$ cat config.mk
export PLATFORM = sky130hd
export DESIGN_NAME = rwsc_reset_watchdog_sleep
export DESIGN_NICKNAME = d
export VERILOG_FILES = /design/src/rwsc_reset_watchdog_sleep.v
export VERILOG_INCLUDE_DIRS = /design/src
export SDC_FILE = /design/constraint.sdc
export NUM_CORES = 1
export LEC_CHECK = 0
export BUFFER_PORTS_ARGS = -buffer_cell sky130_fd_sc_hd__buf_2
export CAP_MARGIN = 20
export CORE_ASPECT_RATIO = 0.6
export CORE_UTILIZATION = 60
export DETAILED_ROUTE_END_ITERATION = 10
export GPL_TIMING_DRIVEN = 0
export PLACE_DENSITY = 0.8
export REMOVE_ABC_BUFFERS = 1
export SLEW_MARGIN = 20
export SYNTH_ARGS = -nofsm -noshare
export SYNTH_HDL_FRONTEND = slang
export SYNTH_SLANG_ARGS = --single-unit
export TNS_END_PERCENT = 1
$ cat constraint.sdc
create_clock -name clk -period 3.15 [get_ports clk]
set_clock_uncertainty 0.2 [all_clocks]
set_input_delay 0.4725 -clock clk [delete_from_list [all_inputs] [get_ports clk]]
set_output_delay 0.4725 -clock clk [all_outputs]
set_load 0.01 [all_outputs]
$ cat src/rwsc_regs.vh
// register offsets, field positions, reset values and timing counts for the reset/sleep controller
`ifndef RWSC_REGS_VH
`define RWSC_REGS_VH

`define RWSC_ADDR_WDT_CLEAR 8'he3
`define RWSC_ADDR_STATUS 8'hff
`define RWSC_ADDR_SLEEP_CFG 8'he0
`define RWSC_ADDR_ANALOG_REF 8'he1
`define RWSC_ADDR_STATE 8'he2

`define RWSC_STATUS_POR 8'h10
`define RWSC_BIT_IES 7
`define RWSC_BIT_WATCHDOG_RESET_FLAG 5
`define RWSC_BIT_POWER_ON_FLAG 4
`define RWSC_BIT_SLEEP 3
`define RWSC_BIT_HALT 0

`define RWSC_WDT_CLEAR_ALL 8'h38
`define RWSC_WDT_TERMINAL 2'h3

`define RWSC_CLK_MHZ 200
`define RWSC_SUSPEND_MS 64
`define RWSC_SUSPEND_CYC (`RWSC_SUSPEND_MS * 1000 * `RWSC_CLK_MHZ)
`define RWSC_CAL_CPU_CYCLES 2502
`define RWSC_CAL_CPU_MHZ 3
`define RWSC_CAL_CYC ((`RWSC_CAL_CPU_CYCLES * `RWSC_CLK_MHZ + `RWSC_CAL_CPU_MHZ - 1) / `RWSC_CAL_CPU_MHZ)
`define RWSC_EXTERNAL_RESET_PIN_US 10
`define RWSC_EXTERNAL_RESET_PIN_CYC (`RWSC_EXTERNAL_RESET_PIN_US * `RWSC_CLK_MHZ)

`endif

$ cat src/rwsc_reset_watchdog_sleep.v
// reset sequencer, sleep timer, watchdog chain and sleep control
// How it works
// - power-on reset loads status register with only power-on flag set (0x10)
// - after power-on release hold processor suspended for 64 ms
// - then boot calibration for 2502 cycles at 3 MHz, then run
// - power-on flag set at reset; software may clear, never set
// - external reset pin high at least 10 us forces full power-on reset
// - clearing power-on flag enables watchdog; only power-on reset disables it
// - sleep timer divides slow clock; four selectable period multiples
// - each sleep timer overflow raises sleep interrupt, asleep or awake
// - watchdog counts overflows; at three it fires watchdog reset
// - any clear-register write clears watchdog; 38h also clears sleep timer
// - crystal selected switches slow clock source at next sleep interrupt
// - sleep bit stops processor until interrupt pending or reset
// - during sleep gate all main-oscillator derived clocks
// - clearing analog power bits powers down analog; setting restores enables
// - interrupts stay active while asleep; only interrupt wakes
// - resume from sleep only when halt bit is clear
// - on wake restart oscillator; hold off one slow cycle with PLL, else half
// - crystal selected disables internal slow oscillator, crystal runs in sleep
// - during sleep stop digital blocks not on slow clock or pin
// - any reset restores defaults, disables interrupts, restarts, minimum interval
// - watchdog reset sets flag bit 5; software may clear, never set
// - status bits: 7 ies, 5 watchdog, 4 power-on, 3 sleep, 0 halt
`timescale 1ns/1ps
`include "rwsc_regs.vh"

module rwsc_reset_watchdog_sleep #(
	parameter SUSPEND_CYC = `RWSC_SUSPEND_CYC,
	parameter CAL_CYC = `RWSC_CAL_CYC,
	parameter EXTERNAL_RESET_PIN_CYC = `RWSC_EXTERNAL_RESET_PIN_CYC
) (
	// clock, reset, enable
	input wire clk,
	input wire reset,
	input wire clkEn,
	// register port
	input wire [7:0] regAddr,
	input wire [7:0] regWrData,
	input wire regWrite,
	input wire regRead,
	output reg [7:0] regRdData,
	// pins and sources
	input wire externalResetPin,
	input wire slowClockIn,
	input wire crystalClockIn,
	input wire interruptPending,
	input wire cpuIntEnable,
	// controls out
	output reg cpuRun,
	output reg cpuRestart,
	output reg mainClockGate,
	output reg analogPowerOn,
	output reg internalSlowOscOn,
	output reg slowClockSelCrystal,
	output reg sleepInterrupt,
	output reg watchdogResetEvent
);

localparam ST_SUSPEND = 3'h0;
localparam ST_CAL = 3'h1;
localparam ST_RUN = 3'h2;
localparam ST_SLEEP = 3'h3;
localparam ST_HOLD = 3'h4;
localparam ST_HALT = 3'h5;

function [7:0] intervalTicks;
	input [1:0] sel;
	begin
		case (sel)
			2'h0: intervalTicks = 8'h40;
			2'h1: intervalTicks = 8'h80;
			2'h2: intervalTicks = 8'hc0;
			default: intervalTicks = 8'hff;
		endcase
	end
endfunction

// write-address decode shared by every writable register; reads decode by case
function regHit;
	input [7:0] addr;
	input [7:0] target;
	input strobe;
	begin
		regHit = strobe && (addr == target);
	end
endfunction

// last count of each timed phase, sized to the counter that meets it
localparam [27:0] SUSPEND_LAST = SUSPEND_CYC - 1;
localparam [27:0] CAL_LAST = CAL_CYC - 1;
localparam [15:0] EXTERNAL_RESET_PIN_LAST = EXTERNAL_RESET_PIN_CYC - 1;

////////////////////////////////////////////////////////////////////////
// pin synchronisers: three stages, change counted when 2nd and 3rd agree
reg [2:0] xresSync_ff;
reg [2:0] slowSync_ff;
reg [2:0] xtalSync_ff;
reg xresLevel_ff;
reg slowLevel_ff;
reg slowPrev_ff;
reg [15:0] xresCnt_ff;
reg xresPor_ff;

wire slowSrc = slowClockSelCrystal ? xtalSync_ff[2] : slowSync_ff[2];
wire slowAgree = slowClockSelCrystal ? (xtalSync_ff[2] == xtalSync_ff[1]) :
	(slowSync_ff[2] == slowSync_ff[1]);
wire slowRise = slowLevel_ff & ~slowPrev_ff;
wire slowFall = ~slowLevel_ff & slowPrev_ff;

always @(posedge clk) begin
	if (reset) begin
		xresSync_ff <= 3'h0;
		slowSync_ff <= 3'h0;
		xtalSync_ff <= 3'h0;
		xresLevel_ff <= 1'b0;
		slowLevel_ff <= 1'b0;
		slowPrev_ff <= 1'b0;
		xresCnt_ff <= 16'h0;
		xresPor_ff <= 1'b0;
	end else if (clkEn) begin
		xresSync_ff <= {xresSync_ff[1:0], externalResetPin};
		slowSync_ff <= {slowSync_ff[1:0], slowClockIn};
		xtalSync_ff <= {xtalSync_ff[1:0], crystalClockIn};
		if (xresSync_ff[2] == xresSync_ff[1]) begin
			xresLevel_ff <= xresSync_ff[2];
		end
		if (slowAgree) begin
			slowLevel_ff <= slowSrc;
		end
		slowPrev_ff <= slowLevel_ff;
		// counter parks at the end, so reset lasts as long as the pin stays high
		xresPor_ff <= 1'b0;
		if (!xresLevel_ff) begin
			xresCnt_ff <= 16'h0;
		end else if (xresCnt_ff == EXTERNAL_RESET_PIN_LAST) begin
			xresPor_ff <= 1'b1;
		end else begin
			xresCnt_ff <= xresCnt_ff + 16'h1;
		end
	end
end

////////////////////////////////////////////////////////////////////////
// registers and sequencer
reg [2:0] state_ff;
reg [2:0] nxt_state;
reg [27:0] seqCnt_ff;
reg porsFlag_ff;
reg wdrsFlag_ff;
reg sleepBit_ff;
reg haltBit_ff;
reg wdtEnable_ff;
reg [1:0] wdtCnt_ff;
reg [7:0] sleepCnt_ff;
reg [1:0] intervalSel_ff;
reg pllEnable_ff;
reg crystalSelect_ff;
reg analogPower_ff;
reg [3:0] analogEnables_ff;
reg [3:0] analogOn_ff;
reg wdrPending_ff;

wire por = xresPor_ff;
wire wdtWr = regHit(regAddr, `RWSC_ADDR_WDT_CLEAR, regWrite);
wire statusWr = regHit(regAddr, `RWSC_ADDR_STATUS, regWrite);
wire cfgWr = regHit(regAddr, `RWSC_ADDR_SLEEP_CFG, regWrite);
wire anaWr = regHit(regAddr, `RWSC_ADDR_ANALOG_REF, regWrite);
wire wdtClearAll = wdtWr && regWrData == `RWSC_WDT_CLEAR_ALL;
wire sleepOverflow = slowRise && (sleepCnt_ff == intervalTicks(intervalSel_ff) - 8'h1);
wire wdtFire = wdtEnable_ff && sleepOverflow && !wdtWr &&
	wdtCnt_ff == `RWSC_WDT_TERMINAL - 2'h1;
wire anyReset = por || wdrPending_ff;
wire holdDone = pllEnable_ff ? slowRise : (slowRise || slowFall);

always @* begin
	nxt_state = state_ff;
	case (state_ff)
		ST_SUSPEND: begin
			// supply settle time before calibration
			if (seqCnt_ff == SUSPEND_LAST) begin
				nxt_state = ST_CAL;
			end
		end
		ST_CAL: begin
			// calibration time at the processor's boot clock rate
			if (seqCnt_ff == CAL_LAST) begin
				nxt_state = ST_RUN;
			end
		end
		ST_RUN: begin
			// halt wins over sleep when both bits are written together
			if (haltBit_ff) begin
				nxt_state = ST_HALT;
			end else if (sleepBit_ff) begin
				nxt_state = ST_SLEEP;
			end
		end
		ST_SLEEP: begin
			// only a pending interrupt wakes, and never while halted
			if (interruptPending && !haltBit_ff) begin
				nxt_state = ST_HOLD;
			end
		end
		ST_HOLD: begin
			if (holdDone) begin
				nxt_state = ST_RUN;
			end
		end
		ST_HALT: begin
			// left only through a reset
			nxt_state = ST_HALT;
		end
		default: begin
			// unused codes fall back to the start of the sequence
			nxt_state = ST_SUSPEND;
		end
	endcase
end

always @(posedge clk) begin
	if (reset) begin
		state_ff <= ST_SUSPEND;
		seqCnt_ff <= 28'h0;
		porsFlag_ff <= 1'b1;
		wdrsFlag_ff <= 1'b0;
		sleepBit_ff <= 1'b0;
		haltBit_ff <= 1'b0;
		wdtEnable_ff <= 1'b0;
		wdtCnt_ff <= 2'h0;
		sleepCnt_ff <= 8'h0;
		intervalSel_ff <= 2'h0;
		pllEnable_ff <= 1'b0;
		crystalSelect_ff <= 1'b0;
		analogPower_ff <= 1'b1;
		analogEnables_ff <= 4'h0;
		wdrPending_ff <= 1'b0;
		slowClockSelCrystal <= 1'b0;
		sleepInterrupt <= 1'b0;
		watchdogResetEvent <= 1'b0;
	end else if (clkEn) begin
		sleepInterrupt <= 1'b0;
		watchdogResetEvent <= 1'b0;
		wdrPending_ff <= wdtFire;
		if (anyReset) begin
			state_ff <= ST_SUSPEND;
			seqCnt_ff <= 28'h0;
			porsFlag_ff <= por ? 1'b1 : porsFlag_ff;
			wdrsFlag_ff <= por ? 1'b0 : 1'b1;
			wdtEnable_ff <= por ? 1'b0 : wdtEnable_ff;
			sleepBit_ff <= 1'b0;
			haltBit_ff <= 1'b0;
			wdtCnt_ff <= 2'h0;
			sleepCnt_ff <= 8'h0;
			intervalSel_ff <= 2'h0;
			pllEnable_ff <= 1'b0;
			crystalSelect_ff <= 1'b0;
			analogPower_ff <= 1'b1;
			analogEnables_ff <= 4'h0;
			slowClockSelCrystal <= 1'b0;
		end else begin
			state_ff <= nxt_state;
			seqCnt_ff <= (nxt_state != state_ff) ? 28'h0 : seqCnt_ff + 28'h1;
			if (statusWr) begin
				if (!regWrData[`RWSC_BIT_POWER_ON_FLAG]) begin
					porsFlag_ff <= 1'b0;
					wdtEnable_ff <= 1'b1;
				end
				// ones in the flag bits are ignored: flags clear, never set
				if (!regWrData[`RWSC_BIT_WATCHDOG_RESET_FLAG]) begin
					wdrsFlag_ff <= 1'b0;
				end
				haltBit_ff <= regWrData[`RWSC_BIT_HALT];
				sleepBit_ff <= regWrData[`RWSC_BIT_SLEEP];
			end else if (state_ff == ST_SLEEP && nxt_state == ST_HOLD) begin
				sleepBit_ff <= 1'b0;
			end
			if (cfgWr) begin
				intervalSel_ff <= regWrData[1:0];
				pllEnable_ff <= regWrData[2];
				crystalSelect_ff <= regWrData[3];
			end
			if (anaWr) begin
				analogPower_ff <= regWrData[7];
				analogEnables_ff <= regWrData[3:0];
			end
			if (wdtClearAll) begin
				sleepCnt_ff <= 8'h0;
			end else if (slowRise) begin
				sleepCnt_ff <= sleepOverflow ? 8'h0 : sleepCnt_ff + 8'h1;
			end
			if (sleepOverflow && !wdtClearAll) begin
				sleepInterrupt <= 1'b1;
				// switch only on an overflow so the crystal has had an interval to start
				if (crystalSelect_ff) begin
					slowClockSelCrystal <= 1'b1;
				end
			end
			// a software clear wins over a same-cycle increment
			if (wdtWr) begin
				wdtCnt_ff <= 2'h0;
			end else if (wdtEnable_ff && sleepOverflow && !wdtClearAll) begin
				wdtCnt_ff <= wdtCnt_ff + 2'h1;
			end
			if (wdtFire) begin
				watchdogResetEvent <= 1'b1;
			end
		end
	end
end

////////////////////////////////////////////////////////////////////////
// clock gating, analog power and readback
wire asleep = state_ff == ST_SLEEP;

// readback images; status bit 7 mirrors the processor's own enable flag
wire [7:0] statusByte = {cpuIntEnable, 1'b0, wdrsFlag_ff, porsFlag_ff, sleepBit_ff, 2'h0,
	haltBit_ff};
wire [7:0] cfgByte = {4'h0, crystalSelect_ff, pllEnable_ff, intervalSel_ff};
wire [7:0] analogByte = {analogPower_ff, 3'h0, analogOn_ff};
wire [7:0] stateByte = {wdtEnable_ff, wdtCnt_ff, slowClockSelCrystal, 1'b0, state_ff};

always @(posedge clk) begin
	if (reset) begin
		cpuRun <= 1'b0;
		cpuRestart <= 1'b1;
		mainClockGate <= 1'b1;
		analogPowerOn <= 1'b1;
		internalSlowOscOn <= 1'b1;
		analogOn_ff <= 4'h0;
		regRdData <= 8'h0;
	end else if (clkEn) begin
		cpuRun <= state_ff == ST_RUN && !anyReset;
		cpuRestart <= anyReset || state_ff == ST_SUSPEND;
		mainClockGate <= !asleep;
		analogPowerOn <= analogPower_ff;
		analogOn_ff <= analogPower_ff ? analogEnables_ff : 4'h0;
		// stays off once the crystal drives the slow clock, even if deselected
		internalSlowOscOn <= !(crystalSelect_ff || slowClockSelCrystal);

		regRdData <= 8'h0;
		if (regRead) begin
			case (regAddr)
				`RWSC_ADDR_STATUS: begin
					regRdData <= statusByte;
				end
				`RWSC_ADDR_SLEEP_CFG: begin
					regRdData <= cfgByte;
				end
				`RWSC_ADDR_ANALOG_REF: begin
					regRdData <= analogByte;
				end
				`RWSC_ADDR_STATE: begin
					regRdData <= stateByte;
				end
				default: begin
					regRdData <= 8'h0;
				end
			endcase
		end
	end
end

endmodule

==> impl_metrics.yaml <==
final_layout:
  final_nets: 671
  area_delta_synth_final_pct: 11.80
  ff_latch_area_mm2: 0.002102
  drive_gt1_share_pct: 12.71
  finalNonFillerCells: 753
  multi_input_area_mm2: 0.002823
  num_antenna_cells: 0
  fillCellCount: 623
cts:
  insertion_delay_ps: 350
  cts_tree: "done"
  path_clk_slew_ps: 60
  cts-buffers-inserted: 9
  cts.sinks: 105
  root_buffer: "clkbuf_16"
  cts.htree.levels: 3
  clockBufferDepth: 2
  cts_hold_buf: 0
worst_setup_path:
  path_class: "input port to register"
  crit_cells: 7
  rr_worst_depth: 8
  cp-startpoint: "clkEn"
  critical_path.cell_chain: "buf_4 > clkinvlp_4 > nor2_4 > o211ai_2 > nor3b_2 > nand2_1 > o311ai_1"
  cpLargestDelayFamily: "simple AND/OR/NAND/NOR gates"
  worstPathBufferInverterCount: 2
  crit_slowest_cell: "clkinvlp_4"
  cp.required_ps: 3200
  end_kind: "register"
  path_max_fanout: 41
  rr_startpoint: "seqCnt_ff[0]$_SDFFE_PP0P_"
  critPathLaunchType: "input port"
  reg2reg_slack_ps: 460
  cp_slowest_stage_delay_ps: 520
  reg2reg_to: "seqCnt_ff[6]$_SDFFE_PP0P_"
  crit_end: "seqCnt_ff[21]$_SDFFE_PP0P_"
  cp.arrival_ps: 3050
floorplanning:
  die_h_um: 73.41
  dieWidth_um: 121.0
  num_io_pins: 42
  fp.coreArea_mm2: 0.008039
  die-area_mm2: 0.008882
  initial_core_util_pct: 63.42
  fp-row-count: 25
synthesis:
  syn_area_per_cell_um2: 8.318
  syn_inst: 613
  synth_edf_count: 0
  syn-cell-area_mm2: 0.005099
  async_reset_ff_share_pct: 0
  ys_seq_elements: 105
  ys_seq_area_share_pct: 41.23
  yosys-top-cells-area: "dfxtp_1 41%, nor2_1 5.9%, nand2_1 5.2%, mux2i_1 3.7%, a22oi_1 3.1%"
  ys.warnings.count: 0
  yosysTopAreaCellShare_pct: 41.23
  synth_flop_cell: "dfxtp_1"
  yosysUniqueCellTypes: 66
  synth_top_area_cell: "dfxtp_1"
power:
  power_leakage_uw: 0.002095
  pwr_density_cell_mw_per_mm2: 478.1
  vdd_drop_max_mv: 0.2748
  power_uw: 2725
placed_design:
  place_congestion: 0.8941
  pre_cts_ws_ps: -814.1
  dpl.hpwl_um: 8996
  port_buffers: 41
  dp_cells: 735
timing:
  setup_viol_count_final: 0
  rsz0062_at_grt: "false"
  fmaxAchievable_mhz: 333.0
  timing.final.crit_share_pct: 95.35
  tightest_slew_ps: 1125
  finalMaxSlewViolations: 0
  finalHoldViolations: 0
  whs_ps: 171.4
  finalCriticalPeriod_ps: 3003
  relSlewSlack_pct: 24.47
  fin_ws_ps: 146.6
  setup_tns_ps: 0
outcome:
  status: "finished, final reports clean"
grt:
  globalRouteOverflowTotal: 0
  grt_pass1_wl_um: 20950
  antenna_found_initial: 0
  grt_max_degree: 55
  grtUsageTotal_pct: 30.59
  grt_pass1_vias: 4116
detailed_routing:
  vias: 4759
  wl_per_cell_um: 17.16
  drt-total-wl_um: 12920
  dr.pass1.iters: 5
  initialDrtViolationCount: 696
  viasPerCell: 6.320
  drc: 0
  postRouteAntennaNets: 0
hold_path:
  hold_class: "input port to register"
job:
  drv_cap: 0
-- worst min-delay path by stage --
stage	from	endpoint	slack [ps]	cells after the start
finish	crystalClockIn	xtalSync_ff[0]$_SDFFE_PP0P_	170	3
global route	externalResetPin	xresSync_ff[0]$_SDFFE_PP0P_	180	3
CTS	externalResetPin	xresSync_ff[0]$_SDFFE_PP0P_	170	3
detailed placement	xresSync_ff[2]$_SDFFE_PP0P_	xresSync_ff[2]$_SDFFE_PP0P_	260	2
global placement	xresSync_ff[2]$_SDFFE_PP0P_	xresLevel_ff$_SDFFE_PP0P_	250	2
floorplan	xresSync_ff[2]$_SDFFE_PP0P_	xresLevel_ff$_SDFFE_PP0P_	230	2
-- sequential cells by signal, summed over array words and instances, names as in the netlist, 2 cells and up --
name and flops:
analogEnables_ff 4, xtalSync_ff 3, slowSync_ff 3, sleepCnt_ff 8, state_ff 3, xresSync_ff 3, intervalSel_ff 2, regRdData 8
xresCnt_ff 16, wdtCnt_ff 2, analogOn_ff 4, seqCnt_ff 28
-- final cells by class --
cell class	instances	share of cell area, %
timing repair buffer	44	4.236
sequential	105	36.87
multi-input combinational	463	49.52
clock buffer	12	4.500
timing repair inverter	1	0.08780
tap	108	2.371
inverter	16	1.119
clock inverter	4	1.295
-- logic make-up (layout without fill, tap and decap cells) --
logic type | Yosys count | in the layout | synth area share, %
AOI/OAI and AO/OA | 129 | 129 | 17.18
xor gates and xnor gates | 27 | 27 | 4.638
adders and majority gates | 5 | 5 | 1.227
buffers and inverters | 45 | 77 | 3.804
DFF | 105 | 105 | 41.23
muxes | 19 | 19 | 3.730
and+or+nand+nor | 283 | 283 | 28.20
-- synth_stat cells, types with 3 or more instances --
master,n
dfxtp_1,105
nor2_1,80
nand2_1,70
a21oi_1,29
o21ai_0,27
nand3_1,26
a22oi_1,21
mux2i_1,19
nand4_1,19
clkbuf_1,18
xor2_1,18
inv_1,16
nor3_1,15
and3_1,14
nor4_1,10
or3_1,9
xnor2_1,9
a221o_1,8
a22o_1,6
buf_2,5
ha_1,5
nor2b_1,5
or2_2,4
a211oi_1,3
a21o_1,3
a31o_2,3
a31oi_1,3
buf_1,3
o211ai_1,3
o21ai_1,3
o31ai_1,3
or4_1,3
-- routing by layer --
layer,vias up,GRT usage (%),share of wire [%],routed length (µm)
met4,0,8.505,1.3,173
met5,-,0,0,0
met3,19,6.755,11,1387
li1,2278,-,-,-
met2,256,41.78,40,5197
met1,2206,47.27,48,6159
-- layout by cell type (no fill, tap or decap), drive strengths merged, types with 5 or more instances in the layout --
cell type / synthesis / final
a21oi: 29 / 29
a221o: 8 / 8
a22o: 6 / 6
a22oi: 21 / 21
and3: 14 / 14
buf: 11 / 44
clkbuf: 18 / 12
dfxtp: 105 / 105
ha: 5 / 5
inv: 16 / 16
mux2i: 19 / 19
nand2: 70 / 70
nand3: 26 / 26
nand4: 20 / 20
nor2: 81 / 81
nor2b: 5 / 5
nor3: 18 / 18
nor4: 11 / 11
o21ai: 30 / 30
or2: 5 / 5
or3: 9 / 9
xnor2: 9 / 9
xor2: 18 / 18
-- through the flow --
step	utilization, %	area (µm²)
6_report	70.91	5700
5_1_grt	70.91	5700
4_1_cts	70.68	5682
3_5_place_dp	66.43	5340
3_3_place_gp	65.99	5305
2_1_floorplan	-	4965
-- report_power, final --
group	switching (µW)	leakage, µW	internal, µW
Sequential	9.43	0.000848	1340
Combinational	101	0.00108	44.6
Clock	492	0.000163	742
Total	602	0.00210	2120
-- worst min-delay path, delay by kind of cell --
family                 cells  cell delay [ps]
multiplexers               1               60
buffers and inverters      1               80
AND/OR/NAND/NOR            1               70
-- timing repair --
action	CTS	global route
setup buffers	0	1
setup endpoints to repair	37	13
endpoints found under the hold margin	0	0
gates cloned	1	0
gates resized for setup	2	1
pin swaps	0	1
(Power assumes the default switching activity.)
